<file path="src/include/flash_pin_pkg.sv">
package flash_pin_pkg;
   // lane usage chosen by the instruction decoder for the current phase
   typedef enum logic [1:0] {
      MODE_SINGLE = 2'b00,
      MODE_DUAL = 2'b01,
      MODE_QUAD = 2'b10
   } lane_mode_e;

   // link state as seen from the select pin
   typedef enum logic [1:0] {
      LINK_UNARMED = 2'b00,
      LINK_STANDBY = 2'b01,
      LINK_SELECTED = 2'b10
   } link_state_e;

   // one received byte; first marks the instruction byte of a selection
   typedef struct packed {
      logic first;
      logic [7:0] data;
   } rx_word_s;

   localparam int RX_WORD_W = 9;
   localparam int RX_DEPTH = 2;
   localparam logic [1:0] SYNC_RESET = 2'h0;
   localparam logic CS_PREV_RESET = 1'b0;
   localparam logic [2:0] BIT_CNT_RESET = 3'h0;
   localparam logic [7:0] SHIFT_RESET = 8'h00;
   localparam logic [7:0] IDLE_OUT_BYTE = 8'hFF;
   localparam logic [3:0] LANES_RESET = 4'h0;
endpackage

</file>
<file path="src/design/rx_buffer.sv">
`timescale 1ns/10ps
module rx_buffer #(
   parameter int WIDTH = 9,
   parameter int DEPTH = 2
) (
   input wire logic core_clk, // system clock
   input wire logic reset, // synchronous, active high
   input wire logic in_valid, // word offered
   output logic in_ready, // space free
   input wire logic [WIDTH-1:0] in_data, // word in
   output logic out_valid, // word held
   input wire logic out_ready, // receiver takes word
   output logic [WIDTH-1:0] out_data // oldest word
);
   localparam int PW = (DEPTH > 1) ? $clog2(DEPTH) : 1;
   localparam int CW = $clog2(DEPTH + 1);
   localparam logic [CW-1:0] FULL = CW'(DEPTH);
   localparam logic [PW-1:0] LAST = PW'(DEPTH - 1);

   logic [WIDTH-1:0] mem_q [DEPTH];
   logic [PW-1:0] wr_q;
   logic [PW-1:0] rd_q;
   logic [CW-1:0] count_q;
   logic push;
   logic pop;

   assign in_ready = (count_q != FULL);
   assign out_valid = (count_q != '0);
   assign out_data = mem_q[rd_q];
   assign push = in_valid & in_ready;
   assign pop = out_valid & out_ready;

   always_ff @(posedge core_clk) begin
      if (push) begin
         mem_q[wr_q] <= in_data;
      end
   end

   always_ff @(posedge core_clk) begin
      if (reset) begin
         wr_q <= '0;
         rd_q <= '0;
         count_q <= '0;
      end else begin
         if (push) begin
            wr_q <= (wr_q == LAST) ? '0 : wr_q + 1'b1;
         end
         if (pop) begin
            rd_q <= (rd_q == LAST) ? '0 : rd_q + 1'b1;
         end
         if (push && !pop) begin
            count_q <= count_q + 1'b1;
         end else if (pop && !push) begin
            count_q <= count_q - 1'b1;
         end
      end
   end
endmodule // rx_buffer

</file>
<file path="src/design/flash_pin_front.sv">
// What this block does
// (RULE_01) select high: all lanes undriven
// (RULE_02) select low: selected, leaves standby, accepts traffic
// (RULE_03) nothing accepted before first select falling edge
// (RULE_04) lane data ignored while select high
// (RULE_05) deselected: standby low-power indication
// (RULE_06) single lane: sample lane0 on clock rise
// (RULE_07) single lane: drive lane1 on clock fall
// (RULE_08) dual/quad: lanes in on rise, out on fall
// (RULE_09) quad: protect and pause pins become lanes 2, 3
// (RULE_10) lane3 function bit picks pause or reset
// (RULE_11) bit clear pause, bit set hardware reset
// (RULE_12) quad enable disables write protect on lane2
// (RULE_13) pause: float output, keep shift state
// (RULE_14) host uses clock mode 0 or 3
// (RULE_15) select high abandons partial byte
// (RULE_16) lanes driven only in selected output phase
`timescale 1ns/10ps
module flash_pin_front #(
   parameter int DEPTH = flash_pin_pkg::RX_DEPTH
) (
   input wire logic core_clk, // 200 MHz system clock
   input wire logic reset, // synchronous, active high
   input wire logic select_n, // select pin, active low
   input wire logic sclk, // serial clock pin from host
   input wire logic [3:0] lane_in, // lane pin levels
   output logic [3:0] lane_out, // lane output levels
   output logic [3:0] lane_oe, // lane output enables
   input wire flash_pin_pkg::lane_mode_e lane_mode, // lane usage of phase
   input wire logic out_phase, // decoder is in output phase
   input wire logic quad_lane_enable_bit, // quad enable status bit
   input wire logic lane3_function_bit, // 0 pause, 1 hardware reset
   input wire logic [7:0] tx_data, // next byte to send
   input wire logic tx_valid, // tx_data available
   output logic tx_ready, // tx_data taken this cycle
   output flash_pin_pkg::rx_word_s rx_word, // received byte
   output logic rx_valid, // rx_word held
   input wire logic rx_ready, // receiver takes rx_word
   output logic rx_overrun, // byte lost, one-cycle pulse
   output logic selected, // link selected
   output logic low_power_standby, // standby indication
   output logic pause_active, // paused while selected
   output logic hw_reset_req, // hardware reset from lane3
   output logic write_protect_active // protect pin asserted
);
   logic [1:0] cs_sync_q;
   logic [1:0] clk_sync_q;
   logic [3:0] lane_sync1_q;
   logic [3:0] lane_s_q;
   logic cs_prev_q;
   logic clk_prev_q;
   logic cs_s;
   logic clk_s;
   logic cs_fall;
   logic clk_rise;
   logic clk_fall;
   flash_pin_pkg::link_state_e link_q;
   logic shift_ok;
   logic in_take;
   logic out_take;
   logic [2:0] in_cnt_q;
   logic [2:0] out_cnt_q;
   logic [7:0] in_sr_q;
   logic [7:0] out_sr_q;
   logic [7:0] out_next;
   logic [7:0] in_next;
   logic [3:0] in_sum;
   logic byte_done;
   logic first_q;
   logic [3:0] lane_out_q;
   flash_pin_pkg::rx_word_s hold_q;
   logic hold_valid_q;
   logic buf_ready;

   function automatic logic [3:0] lane_width(input flash_pin_pkg::lane_mode_e m);
      case (m)
         flash_pin_pkg::MODE_DUAL: lane_width = 4'h2;
         flash_pin_pkg::MODE_QUAD: lane_width = 4'h4;
         default: lane_width = 4'h1;
      endcase
   endfunction

   // second synchroniser stage feeds everything, first stage only the second
   always_ff @(posedge core_clk) begin
      if (reset) begin
         cs_sync_q <= flash_pin_pkg::SYNC_RESET;
         clk_sync_q <= flash_pin_pkg::SYNC_RESET;
         lane_sync1_q <= flash_pin_pkg::LANES_RESET;
         lane_s_q <= flash_pin_pkg::LANES_RESET;
         cs_prev_q <= flash_pin_pkg::CS_PREV_RESET;
         clk_prev_q <= 1'b0;
      end else begin
         cs_sync_q <= {cs_sync_q[0], select_n};
         clk_sync_q <= {clk_sync_q[0], sclk};
         lane_sync1_q <= lane_in;
         lane_s_q <= lane_sync1_q;
         cs_prev_q <= cs_sync_q[1];
         clk_prev_q <= clk_sync_q[1];
      end
   end

   assign cs_s = cs_sync_q[1];
   assign clk_s = clk_sync_q[1];
   // (RULE_03) falling edge detect; prev resets low so a low pin at start is no edge
   assign cs_fall = cs_prev_q & ~cs_s;
   // (RULE_14) edges of either idle level
   assign clk_rise = clk_s & ~clk_prev_q;
   assign clk_fall = ~clk_s & clk_prev_q;

   // (RULE_09) lane3 is the pause or reset pin unless quad enable
   // (RULE_10) (RULE_11) function bit picks pause or reset
   assign hw_reset_req = ~quad_lane_enable_bit & lane3_function_bit & ~lane_s_q[3];
   assign pause_active = ~quad_lane_enable_bit & ~lane3_function_bit & ~lane_s_q[3] & selected;
   // (RULE_12) protect function only without quad enable
   assign write_protect_active = ~quad_lane_enable_bit & ~lane_s_q[2];

   // (RULE_02) link state from select pin
   always_ff @(posedge core_clk) begin
      if (reset) begin
         link_q <= flash_pin_pkg::LINK_UNARMED;
      end else begin
         case (link_q)
            flash_pin_pkg::LINK_UNARMED: begin
               if (cs_fall && !hw_reset_req) begin
                  link_q <= flash_pin_pkg::LINK_SELECTED;
               end
            end
            flash_pin_pkg::LINK_STANDBY: begin
               if (cs_fall && !hw_reset_req) begin
                  link_q <= flash_pin_pkg::LINK_SELECTED;
               end
            end
            flash_pin_pkg::LINK_SELECTED: begin
               if (cs_s || hw_reset_req) begin
                  link_q <= flash_pin_pkg::LINK_STANDBY;
               end
            end
            default: link_q <= flash_pin_pkg::LINK_UNARMED;
         endcase
      end
   end

   assign selected = (link_q == flash_pin_pkg::LINK_SELECTED);
   // (RULE_05) standby whenever not selected
   assign low_power_standby = ~selected;

   // (RULE_04) shifting only while selected and select still low
   assign shift_ok = selected & ~cs_s & ~pause_active & ~hw_reset_req;
   // (RULE_06) inbound bits on clock rise
   assign in_take = shift_ok & clk_rise &
                    ((lane_mode == flash_pin_pkg::MODE_SINGLE) | ~out_phase);
   // (RULE_07) outbound bits on clock fall
   assign out_take = shift_ok & clk_fall & out_phase;

   always_comb begin
      case (lane_mode)
         flash_pin_pkg::MODE_DUAL: in_next = {in_sr_q[5:0], lane_s_q[1:0]};
         flash_pin_pkg::MODE_QUAD: in_next = {in_sr_q[3:0], lane_s_q[3:0]};
         default: in_next = {in_sr_q[6:0], lane_s_q[0]};
      endcase
   end

   assign in_sum = {1'b0, in_cnt_q} + lane_width(lane_mode);
   assign byte_done = in_take & in_sum[3];

   // (RULE_15) counters restart whenever the link is not selected or select is high
   always_ff @(posedge core_clk) begin
      if (reset || !selected || cs_s) begin
         in_cnt_q <= flash_pin_pkg::BIT_CNT_RESET;
         in_sr_q <= flash_pin_pkg::SHIFT_RESET;
      end else if (in_take) begin
         in_cnt_q <= in_sum[2:0];
         in_sr_q <= in_next;
      end
   end

   // first byte of each selection is the instruction
   always_ff @(posedge core_clk) begin
      if (reset) begin
         first_q <= 1'b0;
      end else if (cs_fall) begin
         first_q <= 1'b1;
      end else if (byte_done) begin
         first_q <= 1'b0;
      end
   end

   // holding slot ahead of the buffer; a new byte wins over the drain
   always_ff @(posedge core_clk) begin
      if (reset) begin
         hold_valid_q <= 1'b0;
         hold_q <= '0;
         rx_overrun <= 1'b0;
      end else begin
         rx_overrun <= byte_done & hold_valid_q & ~buf_ready;
         if (byte_done) begin
            hold_valid_q <= 1'b1;
            hold_q <= '{first: first_q, data: in_next};
         end else if (buf_ready) begin
            hold_valid_q <= 1'b0;
         end
      end
   end

   rx_buffer #(
      .WIDTH(flash_pin_pkg::RX_WORD_W),
      .DEPTH(DEPTH)
   ) u_rx_buffer (
      .core_clk(core_clk),
      .reset(reset),
      .in_valid(hold_valid_q),
      .in_ready(buf_ready),
      .in_data(hold_q),
      .out_valid(rx_valid),
      .out_ready(rx_ready),
      .out_data(rx_word)
   );

   // new byte taken at the start of each outbound byte; idle bytes read as ones
   assign out_next = (out_cnt_q == flash_pin_pkg::BIT_CNT_RESET) ?
                     (tx_valid ? tx_data : flash_pin_pkg::IDLE_OUT_BYTE) : out_sr_q;
   assign tx_ready = out_take & (out_cnt_q == flash_pin_pkg::BIT_CNT_RESET);

   // (RULE_08) present next bits on each fall of the output phase
   always_ff @(posedge core_clk) begin
      if (reset || !selected || cs_s) begin
         out_cnt_q <= flash_pin_pkg::BIT_CNT_RESET;
         out_sr_q <= flash_pin_pkg::SHIFT_RESET;
         lane_out_q <= flash_pin_pkg::LANES_RESET;
      end else if (out_take) begin
         out_cnt_q <= 3'(out_cnt_q + lane_width(lane_mode));
         case (lane_mode)
            flash_pin_pkg::MODE_DUAL: begin
               lane_out_q <= {2'b00, out_next[7:6]};
               out_sr_q <= {out_next[5:0], 2'b00};
            end
            flash_pin_pkg::MODE_QUAD: begin
               lane_out_q <= out_next[7:4];
               out_sr_q <= {out_next[3:0], 4'h0};
            end
            default: begin
               lane_out_q <= {2'b00, out_next[7], 1'b0};
               out_sr_q <= {out_next[6:0], 1'b0};
            end
         endcase
      end
   end

   assign lane_out = lane_out_q;

   // (RULE_16) drive only in selected output phase
   // (RULE_01) enables fall straight from the synchronised select
   // (RULE_13) pause floats the outputs
   always_comb begin
      lane_oe = 4'h0;
      if (selected && !cs_s && out_phase && !pause_active && !hw_reset_req) begin
         case (lane_mode)
            flash_pin_pkg::MODE_DUAL: lane_oe = 4'h3;
            flash_pin_pkg::MODE_QUAD: lane_oe = 4'hF;
            default: lane_oe = 4'h2;
         endcase
      end
   end
endmodule // flash_pin_front

</file>
<file path="config.mk">
export PLATFORM = sky130hd
export DESIGN_NAME = flash_pin_front
export DESIGN_NICKNAME = d
export VERILOG_FILES = /design/src/include/flash_pin_pkg.sv /design/src/design/rx_buffer.sv /design/src/design/flash_pin_front.sv
export SDC_FILE = /design/constraint.sdc
export NUM_CORES = 1
export LEC_CHECK = 0
export BUFFER_PORTS_ARGS = -buffer_cell sky130_fd_sc_hd__buf_4
export CORE_ASPECT_RATIO = 0.5
export CORE_MARGIN = 2
export CORE_UTILIZATION = 57
export CTS_CLUSTER_SIZE = 28
export DETAILED_ROUTE_END_ITERATION = 12
export PLACE_DENSITY = 0.77
export SETUP_SLACK_MARGIN = 0.05
export SYNTH_ARGS = -nofsm -noshare
export SYNTH_HDL_FRONTEND = slang
export SYNTH_SLANG_ARGS = --single-unit
export TNS_END_PERCENT = 100
</file>
<file path="constraint.sdc">
create_clock -name core_clk -period 2.6 [get_ports core_clk]
set_input_delay 0.52 -clock core_clk [delete_from_list [all_inputs] [get_ports core_clk]]
set_output_delay 0.52 -clock core_clk [all_outputs]
set_load 0.1 [all_outputs]
</file>
### Word level (Yosys, flattened, before mapping)

Memory sizes are Yosys's and may differ from the RTL's. A register that Yosys moved wholly into a read port is not among the register bits.
Cells that the tools add are included.

| operators by class | value |
|---|---|
| mux-type cells | 25 |
| bitwise operators | 35 |
| reduce and logical (&&, ||, !) cells | 25 |
| $add $sub $neg | 6 |
| equality and inequality tests | 7 |

Operators with widths:

| cell | number |
|---|---|
| case mux 8 bit (2 select lines) | 2 |
| bitwise AND 1 bit | 22 |
| 2-to-1 mux 8 bit | 2 |
| case mux 4 bit (2 select lines) | 2 |
| NOT 1 bit | 12 |
| 2-to-1 mux 1 bit | 10 |
| 2-to-1 mux 2 bit | 4 |
| nonzero test 2 bit | 4 |
| logical AND 1 bit | 7 |
| logical NOT 1 bit | 6 |
| 2-to-1 mux 3 bit | 2 |
| case mux 3 bit (2 select lines) | 1 |
| adder 3 x 4 -> 4 bit | 1 |
| equality test 2 x 1 -> 1 bit (second input constant) | 2 |
| equality test 2 bit (second input constant) | 2 |
| logical NOT 2 bit | 2 |
| 2-to-1 mux 4 bit | 1 |
| != test 2 x 1 -> 1 bit (second input constant) | 2 |
| case mux 2 bit (2 select lines) | 1 |
| adder 3 bit | 1 |
| logical NOT 3 bit | 1 |
| logical OR 1 bit | 3 |
| adder 1 bit (second input constant) | 2 |
| adder 2 x 1 -> 2 bit (second input constant) | 1 |
| 5 further kinds | 5 |

| storage, ports and cells | value |
|---|---|
| memories | 1 |
| logic and storage cells | 119 |
| register bits | 57 |
| memory bits (writable) | 18 |

Memories:

| memory | depth | width | rd ports | clocked after memory_dff | write ports | RTL line | source |
|---|---|---|---|---|---|---|---|
| u_rx_buffer.mem_q | 2 | 9 | 1 | 1 | 1 | rx_buffer.sv:20 | `logic [WIDTH-1:0] mem_q [DEPTH];` |

### Longest topological paths before layout

Gate-level depths: netlist of the first run.

| depth | value |
|---|---|
| depth after elaboration | 12 |
| mapped depth | 10 |
| mapped depth without buffers | 9 |

### Cells and area by module

Synthesis of the first run repeated with hierarchy kept, for this count alone.

| unflattened totals | value |
|---|---|
| cells, all modules | 351 |
| area, all modules | 3397.0 µm² |

Modules (own cells, without submodules):

| module | cells an instance | area an instance (µm²) | instances |
|---|---|---|---|
| flash_pin_front | 299 | 2527.4 | 1 |
| rx_buffer | 52 | 869.6 | 1 |

### Worst setup path before layout of the first run

No wires, ideal clock.

| path | value |
|---|---|
| kind | reg2out |
| start point | register link_q[1] |
| end point | output lane_oe[3] |
| required time | 2.080 ns |
| arrival | 4.454 ns |
| buffers on the path | 1 |
| cell stages (with the launch flop) | 5 |
| setup slack | -2.374 ns |
| cell sequence | dfxtp_1 -> or3b_4 -> nor3b_1 -> and2_1 -> buf_4 |

| between the ends | value |
|---|---|
| word-level cells in the longest chain between the ends | 6 |

RTL lines:

| item | RTL line | source |
|---|---|---|
| start, declared | flash_pin_front.sv:57 | `flash_pin_pkg::link_state_e link_q;` |
| start signal, assigned | flash_pin_front.sv:120 | `link_q <= flash_pin_pkg::LINK_UNARMED;` |
| start signal, assigned | flash_pin_front.sv:125 | `link_q <= flash_pin_pkg::LINK_SELECTED;` |
| start signal, assigned | flash_pin_front.sv:130 | `link_q <= flash_pin_pkg::LINK_SELECTED;` |
| equality test 2 bit * | flash_pin_front.sv:143 | `assign selected = (link_q == flash_pin_pkg::LINK_SELECTED);` |
| bitwise AND 1 bit or logical AND 1 bit (tied branches) | flash_pin_front.sv:113, flash_pin_front.sv:256 |  |
| logical NOT 1 bit or logical AND 1 bit (tied branches) | flash_pin_front.sv:256 | `if (selected && !cs_s && out_phase && !pause_active && !hw_reset_req) begin` |
| logical AND 1 bit * (2 in series) | flash_pin_front.sv:256 |  |
| 2-to-1 mux 4 bit * | flash_pin_front.sv:256 |  |
| end, declared | flash_pin_front.sv:28 | `output logic [3:0] lane_oe,` |

Every way passes the cells marked *; elsewhere a longest branch is shown, timed or not.

### Final worst setup path of the first run

| path | value |
|---|---|
| start point | register link_q[0] |
| end point | output tx_ready |

| between the ends | value |
|---|---|
| word-level cells in the longest chain between the ends | 8 |

RTL lines:

| item | RTL line | source |
|---|---|---|
| equality test 2 bit * | flash_pin_front.sv:143 |  |
| bitwise AND 1 bit | flash_pin_front.sv:113 | `assign pause_active = ~quad_lane_enable_bit & ~lane3_function_bit & ~lane_s_q[3] & selected;` |
| NOT 1 bit | flash_pin_front.sv:148 | `assign shift_ok = selected & ~cs_s & ~pause_active & ~hw_reset_req;` |
| bitwise AND 1 bit * (2 in series) | flash_pin_front.sv:148 |  |
| bitwise AND 1 bit * (2 in series) | flash_pin_front.sv:153 | `assign out_take = shift_ok & clk_fall & out_phase;` |
| bitwise AND 1 bit * | flash_pin_front.sv:222 | `assign tx_ready = out_take & (out_cnt_q == flash_pin_pkg::BIT_CNT_RESET);` |
| end, declared | flash_pin_front.sv:35 | `output logic tx_ready,` |

Marked as above.

==> flow_metrics.env, run 1 <==
export IMPL_synth_seq_area_share_pct=48.0
export IMPL_drcViolationCount=0
export IMPL_grt_first_pass_wirelength_microns=11800
export IMPL_rows=20
export IMPL_synth_compound_area_share_pct=13.4
export IMPL_io_buffers=47
export IMPL_core_area_sq_um=6010
export IMPL_outcome="finished clean"
export IMPL_wl_microns=7240
export IMPL_post_synth_num_cell_types=54
export IMPL_ir_worst_vdd_uv=376
export IMPL_cts_buffer_depth=2
export IMPL_ant_nets=0
export IMPL_grt_overflow=0
export IMPL_critPathMaxFanout=8
export IMPL_hold_class="in2reg"
export IMPL_cts_htree_levels=3
export IMPL_routabilityCongestion=0.877
export IMPL_dieArea_sq_um=6820
export IMPL_synth_simple_gate_area_share_pct=19.6
export IMPL_rsz0062_at_grt="false"
export IMPL_cp_required_ns=2.08
export IMPL_critical_path_class="reg2out"
export IMPL_synth_edf_count=18
export IMPL_syn_area_sq_um=3500
export IMPL_synth_mux_area_fraction_pct=8.93
export IMPL_setup_tns_final_ns=0
export IMPL_vias=2627
export IMPL_synth_top_family_by_area="simple AND/OR/NAND/NOR gates"
export IMPL_finalCriticalPeriod_ns=2.42
export IMPL_synthAdderAreaFrac_pct=4.00
export IMPL_hold_viol_final=0
export IMPL_io_pins=48
export IMPL_p_leak_nw=1.67
export IMPL_critPathCaptureType="output pin"
export IMPL_grt_pass1_vias=2491
export IMPL_start_util_pct=58.3
export IMPL_synth_xor_area_share_pct=1.75
export IMPL_fmax_ghz=0.413
export IMPL_fin_nets=431
export IMPL_maxCapViolations=0
export IMPL_tightest_slew_ns=1.29
export IMPL_skew_ns=0.00528
export IMPL_startpoint_type="register"
export IMPL_grt_antenna_before_repair=0
export IMPL_final_max_slew_viol_count=0
export IMPL_grt_max_degree=45
export IMPL_clock_root_buffer="clkbuf_16"
export IMPL_drive_gt1_share_pct=23.3
export IMPL_clkLatencyLatePin_ns=0.33
export IMPL_via_per_inst=5.47
export IMPL_ys_ff_latch=75
export IMPL_antenna_cells=0
export IMPL_post_drt_wl_per_cell_microns=15.1
export IMPL_grtUsageTotal_pct=22.7
export IMPL_synth_main_ff_cell="dfxtp_1"
export IMPL_cts_setup_buffers=0
export IMPL_cts_buffers_inserted=9
export IMPL_cts_resized_gates=0
export IMPL_synthArstFlopShare_pct=0
export IMPL_powerDensity_nw_per_um2=672
export IMPL_cts_num_sinks=75
export IMPL_avgSynthCellArea_sq_um=9.97
export IMPL_dr_pass1_iters=5
export IMPL_synthCells=351
export IMPL_drt_iter0_markers=104
export IMPL_hold_buffers=0
export IMPL_place_hpwl_microns=5150
export IMPL_arrival_ns=1.90
export IMPL_yosys_warnings=0
export IMPL_fp_dieW_microns=115
export IMPL_setup_viol=0
export IMPL_clkTransAtPathRegs_ns=0.06
export IMPL_period_share_pct=93.2
export IMPL_tritoncts="done"
export IMPL_relSlewSlack_pct=13.6
export IMPL_syn_to_final_growth_pct=22.3
export IMPL_synthesis_nets=384
export IMPL_die_y_microns=59.4
export IMPL_whs_ns=0.401
[cells in the mapped netlist (all sizes together) (2+ instances only)]
cell,number,area share (%)
nor2b,20,3.6
o32a,2,0.57
edfxtp,18,15
o221ai,2,0.50
xor2,4,1.0
o21ai,14,2.1
a221oi,2,0.50
dfxtp,57,33
and2,6,1.1
a21oi,20,2.9
xnor2,3,0.75
inv,16,1.7
clkbuf,16,1.7
fa,2,1.1
mux2,10,3.2
nor3b,2,0.43
o21a,2,0.43
nand2,15,1.6
a22oi,8,1.7
buf,4,0.82
nor4,3,0.54
nor2,32,3.4
o2111ai,3,0.75
nand2b,27,4.8
o211ai,3,0.64
or3,4,0.71
ha,8,2.9
nor3,3,0.57
nand3,6,0.86
mux2i,20,5.7
[cells in the final DEF, fill, tap and decap left out, types with 13 or more instances in the layout]
| master | netlist | final |
|---|---|---|
| a21oi_1 | 20 | 20 |
| buf_4 | 1 | 56 |
| dfxtp_1 | 57 | 56 |
| edfxtp_1 | 18 | 18 |
| inv_1 | 16 | 16 |
| mux2i_1 | 20 | 20 |
| nand2_1 | 15 | 15 |
| nand2b_1 | 27 | 27 |
| nor2_1 | 32 | 31 |
| nor2b_1 | 20 | 20 |
| o21ai_0 | 13 | 13 |
[registers in the layout, summed over array words and instances (netlist names), 2 cells and up, named ones only]
name                 count
lane_out                 4
u_rx_buffer.count_q      2
lane_sync1_q             4
lane_s_q                 4
out_cnt_q                3
link_q                   2
in_cnt_q                 3
out_sr_q                 7
clk_sync_q               2
hold_q                   9
cs_sync_q                2
u_rx_buffer.mem_q       18
in_sr_q                  7
[critical path: stages, from the launching register on]
cell	delay, ns
dfxtp_1	0.33
nand2b_1	0.30
or3_1	0.51
nor2_4	0.13
buf_4	0.30
[per-stage QoR]
step / util [%] / worst slack [ns] / instance area, sq um / instances / power [mW]
floorplan: - / -0.336 / 3540 / 351 / 1.51
global placement: 66.1 / 0.266 / 3970 / 464 / 1.59
detailed placement: 66.1 / 0.159 / 3970 / 464 / 1.60
CTS: 71.3 / 0.175 / 4280 / 480 / 2.90
global route: 71.3 / 0.130 / 4280 / 480 / 2.98
finish: 71.3 / 0.177 / 4280 / 480 / 2.88
[layer usage]
metal	up-vias	wire (microns)	global-route usage, %
met4	0	48	8.09
met5	-	0	0
met2	71	3560	38.9
met3	6	360	6.24
met1	1235	3270	28.1
li1	1315	-	-
[worst paths after layout]
kind / cells past startpoint / start / endpoint / slack, ns
worst max-delay path: 4 / link_q[0] / tx_ready / 0.18
worst min-delay path: 2 / lane_in[2] / lane_sync1_q[2] / 0.40
worst max register to register: 4 / link_q[0] / lane_out[3] / 0.33
worst min register to register: 1 / cs_sync_q[0] / cs_sync_q[1] / 0.44
[area by class of cell]
class / instances / area, sq um
sequential: 75 / 1680
clock inverter: 7 / 90.1
clock buffer: 9 / 225
fill: 463 / 1720
timing repair buffer: 56 / 420
inverter: 16 / 60.1
tap: 77 / 96.3
multi-input combinational: 240 / 1710
[power breakdown]
part           total, mW  internal, mW  switching, mW
Combinational      0.354         0.117          0.237
Sequential          1.22          1.21         0.0158
Clock               1.30         0.838          0.465
[kinds of logic (layout without fill, tap and decap cells)]
family,after synthesis,after routing
XOR/XNOR,7,7
AO/OA/AOI/OAI,67,67
adder cells (fa/ha/maj),10,10
multiplexers,30,30
buffers and inverters,36,88
flip-flops,75,75
AND/OR/NAND/NOR,126,126
Power figures use the tool's default switching activity.
==> inputs of run 2 (changes only) <==
--- a/config.mk
+++ b/config.mk
@@ -5,6 +5,7 @@
 export SDC_FILE = /design/constraint.sdc
 export NUM_CORES = 1
 export LEC_CHECK = 0
+export ABC_AREA = 1
 export BUFFER_PORTS_ARGS = -buffer_cell sky130_fd_sc_hd__buf_4
 export CORE_ASPECT_RATIO = 0.5
 export CORE_MARGIN = 2
@@ -12,7 +13,7 @@
 export CTS_CLUSTER_SIZE = 28
 export DETAILED_ROUTE_END_ITERATION = 12
 export PLACE_DENSITY = 0.77
-export SETUP_SLACK_MARGIN = 0.05
+export SETUP_SLACK_MARGIN = 0.3
 export SYNTH_ARGS = -nofsm -noshare
 export SYNTH_HDL_FRONTEND = slang
 export SYNTH_SLANG_ARGS = --single-unit
==> flow_metrics.env, run 2 <==
export IMPL_outcome="finished clean"
export IMPL_drcViolationCount=0
export IMPL_r2r_setup_slack_ns=0.91
export IMPL_synthCells=422
export IMPL_ys_ff_latch=75
export IMPL_pre_cts_ws_ns=0.348
export IMPL_synth_main_ff_cell="dfxtp_1"
export IMPL_postLayoutCellArea_sq_um=4180
export IMPL_drt_iter0_markers=168
export IMPL_synth_largest_area_cell="dfxtp_1"
export IMPL_syn_to_final_growth_pct=21.1
export IMPL_grt_pass1_vias=2592
export IMPL_place_hpwl_microns=4980
export IMPL_crit_top_cell="nand2_4"
export IMPL_clkTransAtPathRegs_ns=0.06
export IMPL_dr_pass1_iters=4
export IMPL_r2r_start="link_q[0]"
export IMPL_hold_viol_final=0
export IMPL_slowest_delay_ns=0.36
export IMPL_ant_nets=0
export IMPL_critical_path_class="reg2out"
export IMPL_final_util_pct=73.9
export IMPL_critPathMaxFanout=9
export IMPL_relSlewSlack_pct=47.6
export IMPL_critPathLaunch="link_q[0]"
export IMPL_syn_area_sq_um=3450
export IMPL_via_per_inst=5.11
export IMPL_startpoint_type="register"
export IMPL_yosys_warnings=0
export IMPL_fp_dieW_microns=114
export IMPL_skew_ns=0.00491
export IMPL_ir_worst_vdd_uv=510
export IMPL_cts_buffer_depth=2
export IMPL_powerDensity_nw_per_um2=636
export IMPL_rows=19
export IMPL_final_cell_mix="nor2_1, nand2_1, dfxtp_1"
export IMPL_finalCriticalPeriod_ns=2.18
export IMPL_clkLatencyLatePin_ns=0.33
export IMPL_critPathCapture="tx_ready"
export IMPL_whs_ns=0.389
export IMPL_reg_top3="u_rx_buffer.mem_q x18, hold_q x9"
export IMPL_reg2reg_to="hold_q[7]"
export IMPL_cts_num_sinks=75
export IMPL_antenna_cells=0
export IMPL_grt_overflow=0
export IMPL_netlist_area_leader_share_pct=33.0
export IMPL_grt_antenna_before_repair=0
export IMPL_synth_seq_area_share_pct=48.7
export IMPL_setup_tns_final_ns=0
export IMPL_hold_buffers=0
export IMPL_synth_most_common_cell="nor2_1"
export IMPL_largest_register="u_rx_buffer.mem_q"
export IMPL_setup_viol=0
export IMPL_final_max_slew_viol_count=0
export IMPL_io_buffers=47
export IMPL_vias=2807
export IMPL_cp_slowest_cell="dfxtp_1"
export IMPL_p_leak_nw=1.71
export IMPL_largest_register_ffs=18
export IMPL_avgSynthCellArea_sq_um=8.19
export IMPL_drive_gt1_share_pct=21.2
export IMPL_wl_microns=6840
export IMPL_cp_required_ns=2.08
export IMPL_critPathCaptureType="output pin"
export IMPL_final_common_cell="nor2_1"
export IMPL_arrival_ns=1.66
export IMPL_clock_root_buffer="clkbuf_16"
export IMPL_tritoncts="done"
export IMPL_grtUsageTotal_pct=21.8
export IMPL_synthTopCellsByArea="dfxtp_1, edfxtp_1, nor2_1"
export IMPL_post_drt_wl_per_cell_microns=12.5
export IMPL_tightest_slew_ns=0.782
export IMPL_synthTopCellsByCount="nor2_1, nand2_1, dfxtp_1"
export IMPL_maxCapViolations=0
export IMPL_worstRegToRegCells=9
export IMPL_synth_edf_count=18
export IMPL_io_pins=48
export IMPL_fmax_ghz=0.460
export IMPL_placed_area_sq_um=3870
export IMPL_rsz0062_at_grt="false"
export IMPL_start_util_pct=61.1
export IMPL_routabilityCongestion=0.877
export IMPL_path_cells="inv_2 -> nand2_4 -> nor2_8 -> nand3_4 -> clkinvlp_4 -> nand2_4 -> nor2_4 -> buf_12"
export IMPL_period_share_pct=83.7
export IMPL_post_synth_num_cell_types=33
export IMPL_core_area_sq_um=5660
export IMPL_fin_ws_ns=0.424
export IMPL_hold_class="in2reg"
export IMPL_cts_htree_levels=3
export IMPL_die_y_microns=59.1
export IMPL_synthArstFlopShare_pct=0
export IMPL_dieArea_sq_um=6740
export IMPL_fin_nets=504
export IMPL_grt_first_pass_wirelength_microns=11300
export IMPL_grt_max_degree=30
export IMPL_cts_buffers_inserted=9
export IMPL_synthesis_nets=455
## run 2: worst min path at each step
| stage | startpoint | endpoint | slack [ns] | depth (start not counted) |
|---|---|---|---|---|
| 6_report | lane_in[2] | lane_sync1_q[2] | 0.39 | 3 |
| 5_1_grt | lane_in[2] | lane_sync1_q[2] | 0.39 | 3 |
| 4_1_cts | sclk | clk_sync_q[0] | 0.38 | 3 |
| 3_5_place_dp | lane_sync1_q[1] | lane_s_q[1] | 0.40 | 2 |
| 3_3_place_gp | lane_sync1_q[3] | lane_s_q[3] | 0.39 | 2 |
| 2_1_floorplan | clk_sync_q[0] | clk_sync_q[1] | 0.39 | 2 |
## run 2: cell families (layout without fill, tap and decap cells)
kind of cell	count (synthesis)	count (layout)	share of synthesized area (%)
AO/OA/AOI/OAI	54	54	8.48
XOR/XNOR	5	5	1.27
adder cells (fa/ha/maj)	10	10	4.06
buffers and inverters	68	122	8.44
flip-flops	75	75	48.7
multiplexers	9	9	2.93
AND/OR/NAND/NOR	201	201	26.1
## run 2: worst max-delay path, delay by kind of cell (launching register included)
family                 cells  cell delay (ns)
AND/OR/NAND/NOR            5             0.56
buffers and inverters      3             0.39
flip-flops                 1             0.36
## run 2: layer usage
metal | track usage, % | part of all wire, % | wire length [microns] | vias to the layer above
met2 | 37.8 | 47 | 3240 | 86
met3 | 7.46 | 6.3 | 431 | 12
met4 | 8.36 | 1.1 | 78 | 0
li1 | - | - | - | 1439
met1 | 25.7 | 45 | 3090 | 1270
met5 | 0 | 0 | 0 | -
## run 2: area by class of cell
cell class	count	area [sq um]
fill	426	1470
inverter	56	215
sequential	75	1680
multi-input combinational	279	1510
tap	73	91.3
timing repair buffer	50	388
clock buffer	12	269
clock inverter	4	30.0
## run 2: timing repair
| item | 4_1_cts | 5_1_grt |
|---|---|---|
| endpoints found under the setup margin | 1 | 1 |
| cloned | 0 | 0 |
| gates resized for setup | 1 | 3 |
| setup buffers | 0 | 0 |
## run 2: power breakdown
group | internal (mW) | total, mW | leakage [nW] | switching, mW
clock network | 0.737 | 1.21 | 0.147 | 0.473
registers | 1.21 | 1.22 | 0.586 | 0.0145
logic | 0.0770 | 0.229 | 0.978 | 0.152
## run 2: stage by stage
step                      total power, mW  cells
final                                2.66    549
after global routing                 2.75    549
after CTS                            2.68    549
after detailed placement             1.47    533
after global placement               1.47    533
after floorplan                      1.40    422
==> inputs of run 3 (changes only) <==
--- a/config.mk
+++ b/config.mk
@@ -9,10 +9,10 @@
 export BUFFER_PORTS_ARGS = -buffer_cell sky130_fd_sc_hd__buf_4
 export CORE_ASPECT_RATIO = 0.5
 export CORE_MARGIN = 2
-export CORE_UTILIZATION = 57
+export CORE_UTILIZATION = 51
 export CTS_CLUSTER_SIZE = 28
 export DETAILED_ROUTE_END_ITERATION = 12
-export PLACE_DENSITY = 0.77
+export PLACE_DENSITY = 0.73
 export SETUP_SLACK_MARGIN = 0.3
 export SYNTH_ARGS = -nofsm -noshare
 export SYNTH_HDL_FRONTEND = slang
==> constraint.sdc (replaced) <==
create_clock -name core_clk -period 1.8 [get_ports core_clk]
set_input_delay 0.36 -clock core_clk [delete_from_list [all_inputs] [get_ports core_clk]]
set_output_delay 0.36 -clock core_clk [all_outputs]
set_load 0.1 [all_outputs]
==> flow_metrics.env, run 3 (synthesis gave the netlist of run 2 again) <==
export IMPL_final_cells=613
export IMPL_nFillCells=408
export IMPL_largest_register_ffs=18
export IMPL_dr_pass1_iters=6
export IMPL_startpoint_type="register"
export IMPL_cp_required_ns=1.44
export IMPL_via_per_inst=5.04
export IMPL_period_share_pct=104
export IMPL_arrival_ns=1.51
export IMPL_critPathMaxFanout=3
export IMPL_rows=21
export IMPL_maxCapViolations=0
export IMPL_fin_ws_ns=-0.0703
export IMPL_grt_max_degree=21
export IMPL_r2r_start="link_q[0]"
export IMPL_ant_nets=0
export IMPL_fp_dieW_microns=120
export IMPL_p_leak_nw=2.15
export IMPL_critPathCaptureType="output pin"
export IMPL_drt_iter0_markers=188
export IMPL_drive_gt1_share_pct=40.3
export IMPL_finalCriticalPeriod_ns=1.87
export IMPL_fmax_ghz=0.535
export IMPL_dieArea_sq_um=7490
export IMPL_grt_overflow=0
export IMPL_cts_buffers_inserted=9
export IMPL_postLayoutCellArea_sq_um=5300
export IMPL_syn_to_final_growth_pct=53.5
export IMPL_tightest_slew_ns=0.428
export IMPL_antenna_cells=0
export IMPL_final_cell_mix="nor2_1, nand2_1, dfxtp_1"
export IMPL_fin_nets=549
export IMPL_core_area_sq_um=6620
export IMPL_reg_top3="u_rx_buffer.mem_q x18, hold_q x9"
export IMPL_clkLatencyLatePin_ns=0.33
export IMPL_powerDensity_nw_per_um2=755
export IMPL_p_total_mw=4.00
export IMPL_cts_htree_levels=3
export IMPL_hold_class="in2reg"
export IMPL_path_buf_inv=5
export IMPL_rsz0062_at_grt="true"
export IMPL_cp_slowest_cell="dfxtp_2"
export IMPL_grt_pass1_vias=2733
export IMPL_min_delay_path_depth=3
export IMPL_die_y_microns=62.2
export IMPL_post_drt_wl_per_cell_microns=14.3
export IMPL_placed_area_sq_um=4180
export IMPL_largest_register="u_rx_buffer.mem_q"
export IMPL_start_util_pct=52.2
export IMPL_io_pins=48
export IMPL_hold_viol_final=0
export IMPL_relSlewSlack_pct=71.4
export IMPL_critical_path_class="reg2out"
export IMPL_io_buffers=47
export IMPL_area_sequential_sq_um=1690
export IMPL_final_max_slew_viol_count=0
export IMPL_critPathTopFamily="buffers and inverters"
export IMPL_worstRegToRegCells=13
export IMPL_drcViolationCount=0
export IMPL_grt_first_pass_wirelength_microns=12700
export IMPL_hold_end="lane_sync1_q[3]"
export IMPL_grt_antenna_before_repair=0
export IMPL_violations="negative setup slack"
export IMPL_final_util_pct=80.1
export IMPL_hp_start="lane_in[3]"
export IMPL_routabilityCongestion=0.919
export IMPL_skew_ns=0.00728
export IMPL_slowest_delay_ns=0.34
export IMPL_placed_cells=569
export IMPL_reg2reg_to="in_sr_q[1]"
export IMPL_clkTransAtPathRegs_ns=0.06
export IMPL_multi_input_area_sq_um=1830
export IMPL_hold_buffers=0
export IMPL_r2r_setup_slack_ns=0.08
export IMPL_wl_microns=8760
export IMPL_grtUsageTotal_pct=21.8
export IMPL_cts_num_sinks=75
export IMPL_setup_viol=4
export IMPL_clock_root_buffer="clkbuf_16"
export IMPL_ir_worst_vdd_uv=475
export IMPL_outcome="finished, violations left"
export IMPL_tritoncts="done"
export IMPL_vias=3089
export IMPL_cts_buffer_depth=2
export IMPL_path_cells="nor2_4 -> inv_2 -> nand3_4 -> clkinvlp_4 -> buf_4 -> buf_6 -> buf_12"
export IMPL_place_hpwl_microns=4920
export IMPL_final_common_cell="nor2_1"
-- run 3: cell count changes in the layout (fill, tap and decap cells not counted), sizes merged --
cell | before | now
buf | 50 | 93
clkinvlp | 2 | 5
inv | 55 | 53
bufinv | 0 | 1
-- run 3: how the worst max path moves through the flow --
stage / slack [ns] / startpoint / depth (start not counted) / to
CTS: -0.11 / link_q[0] / 7 / lane_oe[2]
global route: -0.14 / link_q[0] / 8 / tx_ready
global placement: -0.02 / lane_mode[1] / 9 / out_cnt_q[2]
detailed placement: -0.04 / lane_mode[1] / 9 / out_cnt_q[2]
finish: -0.07 / lane_s_q[3] / 7 / lane_oe[1]
floorplan: -0.47 / link_q[0] / 7 / tx_ready
-- run 3: repair_timing --
action                                 in CTS  in global routing
setup buffers                              13                 12
pin swaps                                  22                 25
gates cloned                                1                  2
setup endpoints to repair                  22                 56
endpoints found under the hold margin       0                  0
gates resized for setup                    82                 74
-- run 3: layout make-up --
class                      count  area share, %
clock buffer                  10           4.32
timing repair buffer          95           21.2
sequential                    75           31.9
multi-input combinational    279           34.5
tap                           92           2.17
inverter                      56           4.69
clock inverter                 6           1.27
-- run 3: worst register-to-register path, cell delays in order, from the launching register on --
cell,delay (ns)
dfxtp_2,0.33
inv_2,0.06
nand2_8,0.07
nor2_8,0.04
buf_4,0.12
buf_4,0.12
buf_6,0.10
buf_6,0.11
nand2_4,0.05
nor2_4,0.03
buf_12,0.15
buf_8,0.13
o21ai_0,0.19
a21oi_1,0.08
-- run 3: metrics by stage --
step	setup slack, ns	hold WS (ns)	TNS [ns]
2_1_floorplan	-0.472	0.388	-4.54
3_3_place_gp	-0.0151	0.389	-0.0151
3_5_place_dp	-0.0402	0.397	-0.216
4_1_cts	-0.109	0.218	-0.370
5_1_grt	-0.140	0.228	-0.574
6_report	-0.0703	0.229	-0.242
-- run 3: per-layer routing --
layer / wire (microns) / vias up / GRT usage, % / share of wire (%)
met5: 0 / - / 0 / 0
li1: - / 1534 / - / -
met3: 441 / 19 / 6.80 / 5.0
met2: 4360 / 99 / 34.5 / 50
met1: 3790 / 1437 / 28.7 / 43
met4: 163 / 0 / 6.54 / 1.9
-- run 3: power by group --
| group | leakage, nW | total [mW] | internal (mW) | switching, mW |
|---|---|---|---|---|
| Clock | 0.139 | 1.77 | 1.07 | 0.694 |
| Combinational | 1.42 | 0.473 | 0.187 | 0.287 |
| Sequential | 0.589 | 1.76 | 1.74 | 0.0192 |
| Total | 2.15 | 4.00 | 3.00 | 1.00 |
